<file path="src/rtl/sgw_pkg.sv">
// Shared constants, states and carriers of the configuration port block
package sgw_pkg;
    // Host port addresses; the strap picks the low or high pair
    localparam logic [15:0] PORT_INDEX_LO = 16'h002e;
    localparam logic [15:0] PORT_DATA_LO = 16'h002f;
    localparam logic [15:0] PORT_INDEX_HI = 16'h004e;
    localparam logic [15:0] PORT_DATA_HI = 16'h004f;
    // Keys written to the index port
    localparam logic [7:0] KEY_UNLOCK = 8'h87;
    localparam logic [7:0] KEY_LOCK = 8'haa;
    // Register indices and logical device numbers
    localparam logic [7:0] IDX_LDN = 8'h07;
    localparam logic [7:0] LDN_GPIO = 8'h07;
    localparam logic [7:0] LDN_WDT = 8'h08;
    localparam logic [7:0] IDX_GPIO_DIR = 8'hf0;
    localparam logic [7:0] IDX_GPIO_DATA = 8'hf1;
    localparam logic [7:0] IDX_GPIO_INV = 8'hf2;
    localparam logic [7:0] IDX_WDT_ACT = 8'h30;
    localparam logic [7:0] IDX_WDT_TMO = 8'hf6;
    localparam int unsigned WDT_ACT_BIT = 0;
    // Reset values
    localparam logic [7:0] RST_GPIO_DIR = 8'hff;
    localparam logic [7:0] RST_GPIO_DATA = 8'h00;
    localparam logic [7:0] RST_GPIO_INV = 8'h00;
    localparam logic [7:0] RST_LDN = 8'h00;
    localparam logic [7:0] RST_INDEX = 8'h00;
    localparam logic [7:0] RST_WDT_TMO = 8'h00;
    // Value seen on reads that carry no configuration content
    localparam logic [7:0] READ_IDLE = 8'hff;
    localparam logic [1:0] STRAP_WAIT = 2'd2;
    // Timing
    localparam longint unsigned CLK_HZ = 64'd40_000_000;
    localparam longint unsigned WDT_TICK_S = 64'd1;
    localparam int unsigned WDT_TICK_CYCLES = int'(CLK_HZ * WDT_TICK_S);
    localparam longint unsigned CLK_PERIOD_NS = 64'd1_000_000_000 / CLK_HZ;
    localparam longint unsigned WDT_RST_NS = 64'd1000;
    localparam int unsigned WDT_RST_CYCLES =
        int'((WDT_RST_NS + CLK_PERIOD_NS - 64'd1) / CLK_PERIOD_NS);

    // Unlock sequencer states
    typedef enum logic [2:0] {
        SGW_LOCKED = 3'b001,
        SGW_HALF = 3'b010,
        SGW_OPEN = 3'b100
    } sgw_mode_e;

    // One host I/O cycle, valid for the single clock it is strobed
    typedef struct packed {
        logic wr;
        logic rd;
        logic [15:0] addr;
        logic [7:0] wdata;
    } sgw_io_req_s;
endpackage

</file>
<file path="src/rtl/sgw_wdt.sv">
// Watchdog counter that pulses the CPU reset on expiry
module sgw_wdt #(
    parameter int unsigned TICK_CYCLES = sgw_pkg::WDT_TICK_CYCLES,
    parameter int unsigned RST_CYCLES = sgw_pkg::WDT_RST_CYCLES
) (
    input wire logic clock, // System clock
    input wire logic arst_n, // Asynchronous reset, active low
    input wire logic enable, // Watchdog activated
    input wire logic load, // Reload pulse
    input wire logic [7:0] load_val, // Timeout byte, two BCD digits
    output logic cpu_rst // CPU reset, active high
);
    import sgw_pkg::*;

    logic [31:0] tick_r;
    logic [7:0] cnt_r;
    logic expired_r;
    logic [31:0] rst_cnt_r;
    logic fire;

    if (TICK_CYCLES < 2 || RST_CYCLES < 1) begin : g_bad_param
        $error("sgw_wdt needs TICK_CYCLES >= 2 and RST_CYCLES >= 1");
    end

    // Timeout byte reads as decimal seconds so 20h gives twenty
    function automatic logic [7:0] bcd_secs(input logic [7:0] v);
        logic [7:0] tens;
        tens = {4'h0, v[7:4]};
        bcd_secs = 8'((tens << 3) + (tens << 1) + {4'h0, v[3:0]});
    endfunction

    assign fire = enable && !expired_r && !load && cnt_r == 8'h00;

    // Second counter; holds while disabled, one shot per expiry
    always_ff @(posedge clock or negedge arst_n) begin
        if (!arst_n) begin
            tick_r <= 32'h0;
            cnt_r <= 8'h00;
            expired_r <= 1'b0;
        end else if (load) begin
            tick_r <= 32'h0;
            cnt_r <= bcd_secs(load_val);
            expired_r <= 1'b0;
        end else if (!enable) begin
            tick_r <= 32'h0;
        end else if (fire) begin
            expired_r <= 1'b1;
        end else if (!expired_r) begin
            if (tick_r == TICK_CYCLES - 1) begin
                tick_r <= 32'h0;
                cnt_r <= cnt_r - 8'h01;
            end else begin
                tick_r <= tick_r + 32'h1;
            end
        end
    end

    // Reset pulse of fixed width so the CPU sees a clean reset
    always_ff @(posedge clock or negedge arst_n) begin
        if (!arst_n) begin
            rst_cnt_r <= 32'h0;
            cpu_rst <= 1'b0;
        end else if (fire) begin
            rst_cnt_r <= RST_CYCLES - 1;
            cpu_rst <= 1'b1;
        end else if (rst_cnt_r != 32'h0) begin
            rst_cnt_r <= rst_cnt_r - 32'h1;
        end else begin
            cpu_rst <= 1'b0;
        end
    end
endmodule

</file>
<file path="src/rtl/sgw_cfg.sv">
// Configuration port with keyed unlock, GPIO bank and watchdog
// What this block does
// - Two consecutive unlock keys on the index port open configuration mode.
// - The lock key on the index port closes configuration mode.
// - Write-only index port at one of two strapped addresses selects register.
// - Data port at one of two addresses reaches the indexed register.
// - Index 07h holds the logical device number that selects the bank.
// - Device 7 holds GPIO direction, data and inversion at F0, F1, F2.
// - Direction bit one means input, zero output; resets to all ones.
// - Data bits writable for outputs only, read-only for inputs; reset zero.
// - Inversion bit flips sampled input and driven output; resets to zero.
// - Device 8 activation register at 30h: 01h enables, 00h disables watchdog.
// - Watchdog timeout loads through index F6h; 20h means twenty seconds.
// - An expired enabled watchdog asserts a reset to the CPU.
module sgw_cfg #(
    parameter int unsigned TICK_CYCLES = sgw_pkg::WDT_TICK_CYCLES,
    parameter int unsigned RST_CYCLES = sgw_pkg::WDT_RST_CYCLES
) (
    input wire logic clock, // System clock, 40 MHz
    input wire logic arst_n, // Asynchronous reset, active low
    input wire sgw_pkg::sgw_io_req_s io_req, // Host I/O cycle strobe
    output logic [7:0] io_rdata, // Read data
    output logic io_rvalid, // Read data valid, one cycle
    input wire logic base_sel, // Strap: high selects 4Eh/4Fh pair
    input wire logic [7:0] gpio_in, // GPIO pin levels
    output logic [7:0] gpio_out, // GPIO driven levels
    output logic [7:0] gpio_oe, // GPIO output enables, high drives
    output logic cpu_rst // CPU reset from the watchdog
);
    import sgw_pkg::*;

    sgw_mode_e mode_r;
    logic [7:0] index_r, ldn_r, dir_r, data_r, inv_r, tmo_r;
    logic act_r;
    logic [7:0] gpio_s1_r, gpio_s2_r;
    logic sel_s1_r, sel_s2_r, base_hi_r, strap_done_r;
    logic [1:0] strap_cnt_r;
    logic idx_hit, dat_hit, cfg_open, wr_idx, wr_dat, rd_any;
    logic [7:0] wdat, gpio_rd, rd_val, pin_nxt;
    logic wdt_load;
    logic [7:0] wdt_load_val;

    // True when the current data port access targets that device register
    function automatic logic reg_is(input logic [7:0] logical_device_number,
                                    input logic [7:0] idx,
                                    input logic [7:0] want_ldn,
                                    input logic [7:0] want_idx);
        reg_is = logical_device_number == want_ldn && idx == want_idx;
    endfunction

    // Strap and pins cross in through two flops before any use
    always_ff @(posedge clock or negedge arst_n) begin
        if (!arst_n) begin
            sel_s1_r <= 1'b0;
            sel_s2_r <= 1'b0;
            gpio_s1_r <= 8'h00;
            gpio_s2_r <= 8'h00;
        end else begin
            sel_s1_r <= base_sel;
            sel_s2_r <= sel_s1_r;
            gpio_s1_r <= gpio_in;
            gpio_s2_r <= gpio_s1_r;
        end
    end

    // Strap latched once after release, once the synchroniser settles
    always_ff @(posedge clock or negedge arst_n) begin
        if (!arst_n) begin
            strap_cnt_r <= 2'd0;
            strap_done_r <= 1'b0;
            base_hi_r <= 1'b0;
        end else if (!strap_done_r) begin
            strap_cnt_r <= strap_cnt_r + 2'd1;
            if (strap_cnt_r == STRAP_WAIT) begin
                base_hi_r <= sel_s2_r;
                strap_done_r <= 1'b1;
            end
        end
    end

    // Port decode and access qualification
    always_comb begin
        wdat = io_req.wdata;
        idx_hit = strap_done_r &&
            io_req.addr == (base_hi_r ? PORT_INDEX_HI : PORT_INDEX_LO);
        dat_hit = strap_done_r &&
            io_req.addr == (base_hi_r ? PORT_DATA_HI : PORT_DATA_LO);
        cfg_open = mode_r == SGW_OPEN;
        wr_idx = io_req.wr && idx_hit;
        wr_dat = io_req.wr && dat_hit && cfg_open;
        rd_any = io_req.rd && (idx_hit || dat_hit);
    end

    // Unlock sequencer; any other index write breaks a half sequence
    always_ff @(posedge clock or negedge arst_n) begin
        if (!arst_n) begin
            mode_r <= SGW_LOCKED;
        end else if (wr_idx) begin
            unique case (mode_r)
                SGW_LOCKED: begin
                    if (wdat == KEY_UNLOCK) mode_r <= SGW_HALF;
                end
                SGW_HALF: begin
                    mode_r <= (wdat == KEY_UNLOCK) ? SGW_OPEN : SGW_LOCKED;
                end
                SGW_OPEN: begin
                    if (wdat == KEY_LOCK) mode_r <= SGW_LOCKED;
                end
                default: mode_r <= SGW_LOCKED;
            endcase
        end
    end

    // Index register only moves while open, the lock key is not stored
    always_ff @(posedge clock or negedge arst_n) begin
        if (!arst_n) begin
            index_r <= RST_INDEX;
        end else if (wr_idx && cfg_open && wdat != KEY_LOCK) begin
            index_r <= wdat;
        end
    end

    // Logical device number
    always_ff @(posedge clock or negedge arst_n) begin
        if (!arst_n) begin
            ldn_r <= RST_LDN;
        end else if (wr_dat && index_r == IDX_LDN) begin
            ldn_r <= wdat;
        end
    end

    // GPIO bank in device 7
    always_ff @(posedge clock or negedge arst_n) begin
        if (!arst_n) begin
            dir_r <= RST_GPIO_DIR;
            data_r <= RST_GPIO_DATA;
            inv_r <= RST_GPIO_INV;
        end else if (wr_dat) begin
            if (reg_is(ldn_r, index_r, LDN_GPIO, IDX_GPIO_DIR))
                dir_r <= wdat;
            if (reg_is(ldn_r, index_r, LDN_GPIO, IDX_GPIO_DATA))
                data_r <= (wdat & ~dir_r) | (data_r & dir_r);
            if (reg_is(ldn_r, index_r, LDN_GPIO, IDX_GPIO_INV))
                inv_r <= wdat;
        end
    end

    // Watchdog registers in device 8; only bit 0 steers activation
    always_ff @(posedge clock or negedge arst_n) begin
        if (!arst_n) begin
            act_r <= 1'b0;
            tmo_r <= RST_WDT_TMO;
        end else if (wr_dat) begin
            if (reg_is(ldn_r, index_r, LDN_WDT, IDX_WDT_ACT))
                act_r <= wdat[WDT_ACT_BIT];
            if (reg_is(ldn_r, index_r, LDN_WDT, IDX_WDT_TMO))
                tmo_r <= wdat;
        end
    end

    // Reload on timeout write, and on enable so a stale count cannot fire
    always_comb begin
        wdt_load = 1'b0;
        wdt_load_val = tmo_r;
        if (wr_dat && reg_is(ldn_r, index_r, LDN_WDT, IDX_WDT_TMO)) begin
            wdt_load = 1'b1;
            wdt_load_val = wdat;
        end else if (wr_dat && !act_r && wdat[WDT_ACT_BIT] &&
                     reg_is(ldn_r, index_r, LDN_WDT, IDX_WDT_ACT)) begin
            wdt_load = 1'b1;
        end
    end

    sgw_wdt #(
        .TICK_CYCLES(TICK_CYCLES),
        .RST_CYCLES(RST_CYCLES)
    ) u_wdt (
        .clock(clock),
        .arst_n(arst_n),
        .enable(act_r),
        .load(wdt_load),
        .load_val(wdt_load_val),
        .cpu_rst(cpu_rst)
    );

    // Read view: inputs show the inverted pin, outputs the data bit
    always_comb begin
        gpio_rd = ((gpio_s2_r ^ inv_r) & dir_r) | (data_r & ~dir_r);
        pin_nxt = data_r ^ inv_r;
        rd_val = 8'h00;
        if (index_r == IDX_LDN) begin
            rd_val = ldn_r;
        end else if (ldn_r == LDN_GPIO) begin
            unique case (index_r)
                IDX_GPIO_DIR: rd_val = dir_r;
                IDX_GPIO_DATA: rd_val = gpio_rd;
                IDX_GPIO_INV: rd_val = inv_r;
                default: rd_val = 8'h00;
            endcase
        end else if (ldn_r == LDN_WDT) begin
            if (index_r == IDX_WDT_ACT) rd_val = {7'h00, act_r};
            else if (index_r == IDX_WDT_TMO) rd_val = tmo_r;
        end
    end

    // Read answer one cycle after the strobe
    always_ff @(posedge clock or negedge arst_n) begin
        if (!arst_n) begin
            io_rdata <= READ_IDLE;
            io_rvalid <= 1'b0;
        end else begin
            io_rvalid <= rd_any;
            if (rd_any) begin
                io_rdata <= (dat_hit && cfg_open) ? rd_val : READ_IDLE;
            end
        end
    end

    // Pins registered so outputs come from flops; one cycle behind
    always_ff @(posedge clock or negedge arst_n) begin
        if (!arst_n) begin
            gpio_out <= RST_GPIO_DATA;
            gpio_oe <= 8'h00;
        end else begin
            gpio_out <= pin_nxt;
            gpio_oe <= ~dir_r;
        end
    end
endmodule

</file>
<file path="config.mk">
export PLATFORM = sky130hd
export DESIGN_NAME = sgw_cfg
export DESIGN_NICKNAME = d
export VERILOG_FILES = /design/src/rtl/sgw_pkg.sv /design/src/rtl/sgw_wdt.sv /design/src/rtl/sgw_cfg.sv
export SDC_FILE = /design/constraint.sdc
export NUM_CORES = 1
export LEC_CHECK = 0
export BUFFER_PORTS_ARGS = -buffer_cell sky130_fd_sc_hd__buf_2
export CORE_MARGIN = 5
export CORE_UTILIZATION = 40
export CTS_CLUSTER_SIZE = 40
export DETAILED_ROUTE_END_ITERATION = 10
export GPL_TIMING_DRIVEN = 1
export SLEW_MARGIN = 40
export SYNTH_ARGS = -nofsm -noshare
export SYNTH_HDL_FRONTEND = slang
export SYNTH_SLANG_ARGS = --single-unit
</file>
<file path="constraint.sdc">
create_clock -name clock -period 4.5 [get_ports clock]
set_clock_uncertainty 0.2 [all_clocks]
set_input_delay 0.45 -clock clock [delete_from_list [all_inputs] [get_ports clock]]
set_output_delay 0.45 -clock clock [all_outputs]
set_load 0.01 [all_outputs]
</file>
==> results of run 1 <==
[cells in the mapped netlist, types with 11 or more instances]
master	number
sky130_fd_sc_hd__inv_1	31
sky130_fd_sc_hd__dfstp_2	17
sky130_fd_sc_hd__mux2_2	53
sky130_fd_sc_hd__mux2i_1	15
sky130_fd_sc_hd__dfrtp_1	156
sky130_fd_sc_hd__nor4_1	20
sky130_fd_sc_hd__nand4_1	16
sky130_fd_sc_hd__nor2_1	80
sky130_fd_sc_hd__ha_1	11
sky130_fd_sc_hd__nand3_1	29
sky130_fd_sc_hd__nor3_1	26
sky130_fd_sc_hd__xor2_1	23
sky130_fd_sc_hd__a21oi_1	33
sky130_fd_sc_hd__or3_1	15
sky130_fd_sc_hd__clkbuf_1	22
sky130_fd_sc_hd__nand2_1	53
sky130_fd_sc_hd__o21ai_0	37
sky130_fd_sc_hd__and3_1	17
sky130_fd_sc_hd__a221o_1	16
sky130_fd_sc_hd__xnor2_1	29
[routing by layer]
layer	GRT usage (%)	part of all wire [%]
met1	23.6	49
met2	24.8	45
met3	3.48	4.5
met4	4.46	1.1
met5	0	0
[registers in the layout (all words and copies together), names as in the netlist, 2 cells and up, named ones only]
register	cells
dir_r	8
gpio_oe	8
gpio_out	8
gpio_s1_r	8
gpio_s2_r	8
index_r	8
inv_r	8
io_rdata	8
ldn_r	8
mode_r	3
strap_cnt_r	2
tmo_r	8
u_wdt.cnt_r	8
u_wdt.rst_cnt_r	32
u_wdt.tick_r	32
[cells by family (layout without fill, tap and decap cells)]
kind of cell / Yosys count / in the layout
and+or+nand+nor: 312 / 312
adders and majority gates: 13 / 13
DFF: 173 / 173
AOI/OAI and AO/OA: 136 / 136
xor gates and xnor gates: 52 / 52
buffers and inverters: 64 / 147
muxes: 68 / 68
[worst min-delay path by stage]
stage	from	end	slack (ns)	cells after the start
finish	io_req[24]	io_rdata[0]$_DFFE_PN1P_	0.11	3
floorplan	arst_n	asynchronous set/reset pin	-0.05	0
global placement	gpio_s1_r[4]$_DFF_PN0_	gpio_s2_r[4]$_DFF_PN0_	0.13	0
CTS	io_req[24]	io_rdata[0]$_DFFE_PN1P_	0.1	3
detailed placement	gpio_s1_r[0]$_DFF_PN0_	gpio_s2_r[0]$_DFF_PN0_	0.13	0
global route	io_req[24]	io_rdata[0]$_DFFE_PN1P_	0.14	3
[worst max-delay path, delay by kind of cell (launching register included)]
kind                       cells  cell delay, ns
adders and majority gates      3            0.70
and+or+nand+nor                4            1.23
AOI/OAI and AO/OA              3            0.39
muxes                          2            0.56
DFF                            1            0.40
buffers and inverters          3            0.35
[stage by stage]
step                hold slack (ns)  util [%]
floorplan                   -0.0456         -
global placement              0.132      43.7
detailed placement            0.135      43.8
CTS                          0.0955      47.2
global route                  0.140      47.2
finish                        0.107      47.2
[repair_timing]
item | CTS | global route
buffers inserted | 0 | 0
hold endpoints to repair | 94 | 0
hold buffers | 10 | 0
[power groups by stage]
stage / combinational, W / clock (W) / sequential, W
5_1_grt: 0.0000850 / 0.00164 / 0.00157
4_1_cts: 0.0000768 / 0.00157 / 0.00157
3_5_place_dp: 0.0000698 / 0 / 0.00160
3_3_place_gp: 0.0000697 / 0 / 0.00160
2_1_floorplan: 0.00000956 / 0 / 0.00160
6_report: 0.0000741 / 0.00153 / 0.00157
[area by class of cell]
| cell class | count | area [um^2] | share of cell area (%) |
|---|---|---|---|
| well taps | 275 | 344 | 3.47 |
| multi-input cells | 581 | 3970 | 40.0 |
| inverters | 31 | 116 | 1.17 |
| repair buffers | 84 | 523 | 5.27 |
| clock inverters | 12 | 149 | 1.50 |
| clock buffers | 20 | 467 | 4.70 |
| flip-flops and latches | 173 | 4350 | 43.9 |
==> metrics.csv, run 1 <==
stage,metric,value,unit
status,result of the run,completed,
finish,area growth from synthesis to final layout,15.8,%
clocking,maximum level of the CTS H-tree,4,
timing,worst slew slack as a fraction of its limit,45.7,%
finish,Ant. Diodes,0,
route,count of antenna-violating nets left after detailed routing,0,
floorplanning,die extent in x,156,um
timing,"Hold Violations, Final",0,
placed_design,gp weighted congestion,0.807,
grt,pin count of the biggest net entering global routing,94,
floorplanning,Core ar.,21000,um^2
setup_path,Max Fanout on Critical Path,7,
timing,minimum setup slack in the final design,0.566,ns
setup_path,"slowest stage delay, CP",0.45,ns
flow_run,Max Cap Viol,0,
timing,final setup violating endpoints,0,
setup_path,cell breakdown of the critical path,nor4_1 -> nand3_1 -> nor2_1 -> and2_1 -> buf_4 -> mux2_2 -> ha_1 -> ha_1 -> inv_1 -> fa_1 -> inv_1 -> a21o_1 -> a21oi_1 -> mux2i_1 -> a21oi_1,
finish,fraction of final layout cells sized beyond drive strength 1,21.6,%
grt,Overflow after GRT,0,
finish,number of cells in the finished layout apart from fillers,1176,
grt,total routing usage reported by global routing,16.3,%
synth,synth top area cells,"sky130_fd_sc_hd__dfrtp_1, sky130_fd_sc_hd__mux2_2, sky130_fd_sc_hd__dfstp_2",
pwr,Int Pwr,0.00247,W
finish,"leading cell types in the layout, fill and taps excluded","sky130_fd_sc_hd__dfrtp_1, sky130_fd_sc_hd__nor2_1, sky130_fd_sc_hd__buf_2, sky130_fd_sc_hd__nand2_1, sky130_fd_sc_hd__mux2_2",
route,DR pass1 iterations,4,
finish,"Non-Filler Cell Area, Final",9920,um^2
route,First DRT Iteration DRCs,369,
route,number of vias after detailed routing,6299,
route,detail-routed via count per cell,5.36,
grt,first-pass GRT wire length,32.4,mm
synth,post-synthesis cell area,8570,um^2
timing,max-slew violation count,0,
setup_path,Setup crit end,u_wdt.cnt_r[6]$_DFFE_PN0P_,
timing,final setup TNS,0,ns
synth,async set-or-reset flop fraction in the synthesized netlist,100,%
hold_path,path category of the worst min-delay check,input pin to flip-flop,
grt,initial antenna violation count,0,
setup_path,CP Capture Type,flip-flop,
synth,area share of fa/ha/maj cells after synthesis,2.07,%
synth,Mapped Cells,818,
pwr,combinational share of power,2.3,%
synth,Yosys warnings,0,
synth,post-synthesis compound-gate area fraction,10.6,%
setup_path,critical path launch point,ldn_r[4]$_DFFE_PN0P_,
setup_path,setup slack of the most critical reg-to-reg path,0.57,ns
floorplanning,Row Count,53,
clocking,clock input transition at the sequential cells of the worst setup and hold paths,0.07,ns
placed_design,Cells after DPL,1134,
pwr,Peak VDD IR,216,uV
pwr,Net Sw Frac,22.3,%
placed_design,final HPWL from detailed placement,12.9,mm
finish,filler cell count,1949,
finish,"most common cell after layout, fill and taps aside",sky130_fd_sc_hd__dfrtp_1,
synth,simple logic cell fraction of the synthesized area,19.5,%
synth,combinational family with the most area after synthesis,simple AND/OR/NAND/NOR gates,
placed_design,instance area at placement,9200,um^2
setup_path,worst reg2reg startpoint,ldn_r[4]$_DFFE_PN0P_,
clocking,number of buffers between clock root and the deepest sink,2,
synth,"Net Count, Synth",868,
setup_path,Worst Path Arrival,4.05,ns
timing,share of the cycle needed by the critical path after routing,87.4,%
synth,portion of netlist area occupied by mux cells,8.72,%
synth,Main synth FF type,sky130_fd_sc_hd__dfrtp_1,
pwr,switching power,0.000706,W
clocking,CTS resizes,0,
grt,via count of the first global-routing pass,6358,
synth,synthesized-area fraction occupied by xor and xnor cells,5.32,%
setup_path,Worst setup SP type,flip-flop,
setup_path,Worst path slowest cell,sky130_fd_sc_hd__nor4_1,
timing,slew at the pin closest to its max-slew limit,0.807,ns
clocking,latest clock arrival within the worst-skew pair,0.43,ns
clocking,CTS tree,built,
timing,unrepaired setup endpoints after global routing,no,
clocking,CTS Sinks,173,
synth,synth unique cells,67,
setup_path,critical path class,flip-flop to flip-flop,
synth,"Seq/Total Area, Yosys",50.8,%
synth,count of flip-flops with a built-in enable after synthesis,0,
route,DRC violation count after routing,0,
timing,Peak Freq,0.254,GHz
floorplanning,Initial Util,40.7,%
pwr,power per unit of standard cell area,320,nW/um^2
pwr,Seq pwr share,49.4,%
setup_path,path depth of the worst reg2reg path,15,
placed_design,count of port buffers added during placement,62,
route,Post-Route WL,18.8,mm
timing,clock period minus final worst setup slack,3.93,ns
route,average wire per standard cell,16.0,um
synth,Yosys reg bits,173,
placed_design,Place WS,0.377,ns
clocking,cell at the root of the clock tree,sky130_fd_sc_hd__clkbuf_16,
synth,Synth Area per Inst,10.5,um^2
clocking,CTS Buf Count,17,
floorplanning,Total Die Area,24400,um^2
synth,library cell with the largest summed area after synthesis,sky130_fd_sc_hd__dfrtp_1,
setup_path,terminus of the critical flop-to-flop path,u_wdt.cnt_r[6]$_DFFE_PN0P_,
pwr,clock network power share,48.3,%
finish,"Net count, final",938,
floorplanning,Ports,63,
floorplanning,die height,156,um
synth,share of the synthesized area in the top cell type,45.6,%
setup_path,worst path required time,4.62,ns
pwr,leakage power,4.55,nW
pwr,total power of the final layout,0.00317,W
No activity file was read; power rests on OpenSTA's default activity.
==> inputs of run 2 (changes only) <==
SYNTH_HIERARCHICAL = 1   (was not set)
clock period = 4.9 ns   (was 4.5 ns; I/O delays follow)
==> run 2 against run 1 <==
Count of clock-buffer cells in the layout decreased by 2. Core utilization decreased by 0.68 points. Flip-flop and latch count unchanged. Design area increased by 1.7%. Synthesized cell count increased by 0.61%. Sequential power decreased by 8%. Global-route usage increased by 0.30 points. Sequential share of layout area decreased by 0.72 points. Via count increased by 5.9%. Final cell count increased by 1.1%. Critical path depth decreased by 1. Critical path type unchanged. Critical endpoint is now u_wdt/cnt_r[7]$_DFFE_PN0P_. Largest cell class unchanged. Highest routed layer unchanged.
==> metrics.csv, run 2 <==
stage,metric,value,unit
route,DR pass1 iterations,5,
pwr,Int Pwr,0.00214,W
timing,max-slew violation count,0,
route,detail-routed via count per cell,5.61,
grt,Overflow after GRT,0,
synth,library cell with the largest summed area after synthesis,sky130_fd_sc_hd__dfrtp_1,
setup_path,"slowest stage delay, CP",0.49,ns
timing,final setup violating endpoints,0,
setup_path,Worst setup SP type,flip-flop,
clocking,maximum level of the CTS H-tree,4,
placed_design,final HPWL from detailed placement,14.0,mm
finish,end-of-flow core utilization,46.5,%
setup_path,worst path bufs/invs,2,
pwr,switching power,0.000683,W
route,Post-Route WL,20.2,mm
grt,via count of the first global-routing pass,6543,
route,DRC violation count after routing,0,
floorplanning,Total Die Area,25000,um^2
flow_run,Max Cap Viol,0,
setup_path,critical path class,flip-flop to flip-flop,
clocking,CTS Buf Count,17,
grt,total routing usage reported by global routing,16.6,%
floorplanning,Initial Util,40.5,%
synth,Yosys reg bits,173,
route,number of vias after detailed routing,6670,
placed_design,Cells after DPL,1147,
finish,"most common cell after layout, fill and taps aside",sky130_fd_sc_hd__dfrtp_1,
grt,pin count of the biggest net entering global routing,98,
floorplanning,Ports,63,
pwr,total power of the final layout,0.00282,W
route,count of antenna-violating nets left after detailed routing,0,
synth,synth unique cells,73,
pwr,combinational share of power,2.4,%
placed_design,gp weighted congestion,0.876,
clocking,CTS tree,built,
floorplanning,die extent in x,158,um
synth,"Net Count, Synth",874,
timing,share of the cycle needed by the critical path after routing,85.7,%
timing,worst slew slack as a fraction of its limit,42.6,%
timing,"Hold Violations, Final",0,
synth,"Seq/Total Area, Yosys",49.6,%
clocking,cell at the root of the clock tree,sky130_fd_sc_hd__clkbuf_16,
clocking,CTS Sinks,173,
setup_path,Max Fanout on Critical Path,8,
clocking,number of buffers between clock root and the deepest sink,2,
synth,Main synth FF type,sky130_fd_sc_hd__dfrtp_1,
synth,library cell with the highest instance count after synthesis,sky130_fd_sc_hd__dfrtp_1,
synth,share of the synthesized area in the top cell type,44.5,%
hold_path,path category of the worst min-delay check,flip-flop to flip-flop,
synth,Mapped Cells,823,
grt,first-pass GRT wire length,33.3,mm
setup_path,worst path required time,4.99,ns
clocking,count of buffers added by post-CTS timing repair for setup,0,
finish,number of cells in the finished layout apart from fillers,1189,
synth,Yosys warnings,6,
pwr,Net Sw Frac,24.2,%
finish,"Net count, final",947,
pwr,power per unit of standard cell area,280,nW/um^2
floorplanning,Core ar.,21700,um^2
route,average wire per standard cell,17.0,um
clocking,clock input transition at the sequential cells of the worst setup and hold paths,0.07,ns
finish,filler cell count,2008,
grt,initial antenna violation count,0,
pwr,Seq pwr share,51.0,%
synth,Synth Area per Inst,10.7,um^2
finish,area growth from synthesis to final layout,14.9,%
clocking,latest clock arrival within the worst-skew pair,0.43,ns
synth,async set-or-reset flop fraction in the synthesized netlist,100,%
timing,slew at the pin closest to its max-slew limit,0.858,ns
synth,count of flip-flops with a built-in enable after synthesis,0,
synth,synth top area cells,"sky130_fd_sc_hd__dfrtp_1, sky130_fd_sc_hd__mux2_2, sky130_fd_sc_hd__dfstp_2",
pwr,clock network power share,46.6,%
setup_path,cell family with the largest share of critical-path delay,simple AND/OR/NAND/NOR gates,
timing,Peak Freq,0.238,GHz
finish,"leading cell types in the layout, fill and taps excluded","sky130_fd_sc_hd__dfrtp_1, sky130_fd_sc_hd__buf_2, sky130_fd_sc_hd__nor2_1, sky130_fd_sc_hd__mux2_2, sky130_fd_sc_hd__a21oi_1",
synth,post-synthesis cell area,8780,um^2
synth,"top cells by count, synth","sky130_fd_sc_hd__dfrtp_1, sky130_fd_sc_hd__nor2_1, sky130_fd_sc_hd__mux2_2",
setup_path,cell breakdown of the critical path,nor4_4 -> nand2_1 -> or3_1 -> nor4_4 -> mux2_2 -> inv_1 -> fa_1 -> inv_1 -> ha_1 -> a21o_1 -> a21oi_1 -> nor2b_1 -> o211ai_1 -> o311ai_0,
floorplanning,die height,158,um
status,result of the run,completed,
pwr,Peak VDD IR,177,uV
route,First DRT Iteration DRCs,279,
timing,unrepaired setup endpoints after global routing,no,
setup_path,CP Capture Type,flip-flop,
setup_path,Worst path slowest cell,sky130_fd_sc_hd__nor4_4,
pwr,leakage power,4.06,nW
finish,biggest regs,"u_wdt/rst_cnt_r: 32 flops, u_wdt/tick_r: 32 flops",
placed_design,count of port buffers added during placement,62,
timing,clock period minus final worst setup slack,4.20,ns
finish,Ant. Diodes,0,
timing,final setup TNS,0,ns
floorplanning,Row Count,54,
setup_path,Worst Path Arrival,4.29,ns
finish,fraction of final layout cells sized beyond drive strength 1,22.0,%
setup_path,setup slack of the most critical reg-to-reg path,0.70,ns
-- run 2: cell types whose count changed in the layout (fill, tap and decap cells not counted), moves of 9 or more --
cell and delta:
sky130_fd_sc_hd__a21oi_1 +14, sky130_fd_sc_hd__a221o_1 -16, sky130_fd_sc_hd__and3_1 -12, sky130_fd_sc_hd__mux2i_1 -10
sky130_fd_sc_hd__nor2_1 -23, sky130_fd_sc_hd__nor3_1 -11, sky130_fd_sc_hd__nor4_1 +11, sky130_fd_sc_hd__o211ai_1 +9
sky130_fd_sc_hd__o21ai_0 -14, sky130_fd_sc_hd__o22ai_1 -9, sky130_fd_sc_hd__or3_1 +21
-- run 2: area by class of cell --
class | count | area (um^2) | area share [%]
repair buffers | 82 | 504 | 5.00
flip-flops and latches | 173 | 4350 | 43.1
multi-input cells | 590 | 4190 | 41.5
clock buffers | 18 | 429 | 4.26
inverters | 32 | 120 | 1.19
well taps | 280 | 350 | 3.47
clock inverters | 14 | 145 | 1.44
-- run 2: metal layers --
metal	vias to the layer above	wire length, um	part of all wire, %	global-route usage (%)
li1	3236	-	-	-
met1	3271	9190	46	22.1
met2	133	9630	48	26.9
met3	30	956	4.7	3.88
met4	0	386	1.9	5.04
met5	-	0	0	0
-- run 2: cells by family after synthesis --
logic type | synth area share [%]
muxes | 7.11
buffers and inverters | 2.86
DFF | 49.6
xor gates and xnor gates | 4.29
and+or+nand+nor | 22.5
adders and majority gates | 2.17
AOI/OAI and AO/OA | 11.5
-- run 2: per-stage QoR --
step	instance area, um^2	hold slack (ns)	setup slack, ns
global route	10100	0.159	0.356
CTS	10100	0.149	0.692
global placement	9410	0.133	0.641
finish	10100	0.146	0.699
floorplan	8780	-0.00559	0.841
detailed placement	9410	0.136	0.543
-- run 2: path summary, 6_finish.rpt --
check | cells past startpoint | startpoint | endpoint
max | 14 | ldn_r[5]$_DFFE_PN0P_ | u_wdt/cnt_r[7]$_DFFE_PN0P_
min | 0 | gpio_s1_r[0]$_DFF_PN0_ | gpio_s2_r[0]$_DFF_PN0_
max reg2reg | 14 | ldn_r[5]$_DFFE_PN0P_ | u_wdt/cnt_r[7]$_DFFE_PN0P_
min reg2reg | 0 | gpio_s1_r[0]$_DFF_PN0_ | gpio_s2_r[0]$_DFF_PN0_
max in group asynchronous | 3 | arst_n | u_wdt/tick_r[29]$_DFFE_PN0P_
min in group asynchronous | 2 | arst_n | io_rvalid$_DFF_PN0_
-- run 2: repair_timing --
action / 4_1_cts / 5_1_grt
gates resized for setup: 0 / 0
endpoints found under the hold margin: 72 / 0
hold buffers: 10 / 0
-- run 2: power by group through the flow --
| stage | logic [W] | registers [W] | clock network, W |
|---|---|---|---|
| after floorplan | 0.00000734 | 0.00147 | 0 |
| after global placement | 0.0000650 | 0.00147 | 0 |
| after detailed placement | 0.0000652 | 0.00147 | 0 |
| after CTS | 0.0000716 | 0.00144 | 0.00134 |
| after global routing | 0.0000785 | 0.00144 | 0.00141 |
| final | 0.0000687 | 0.00144 | 0.00131 |
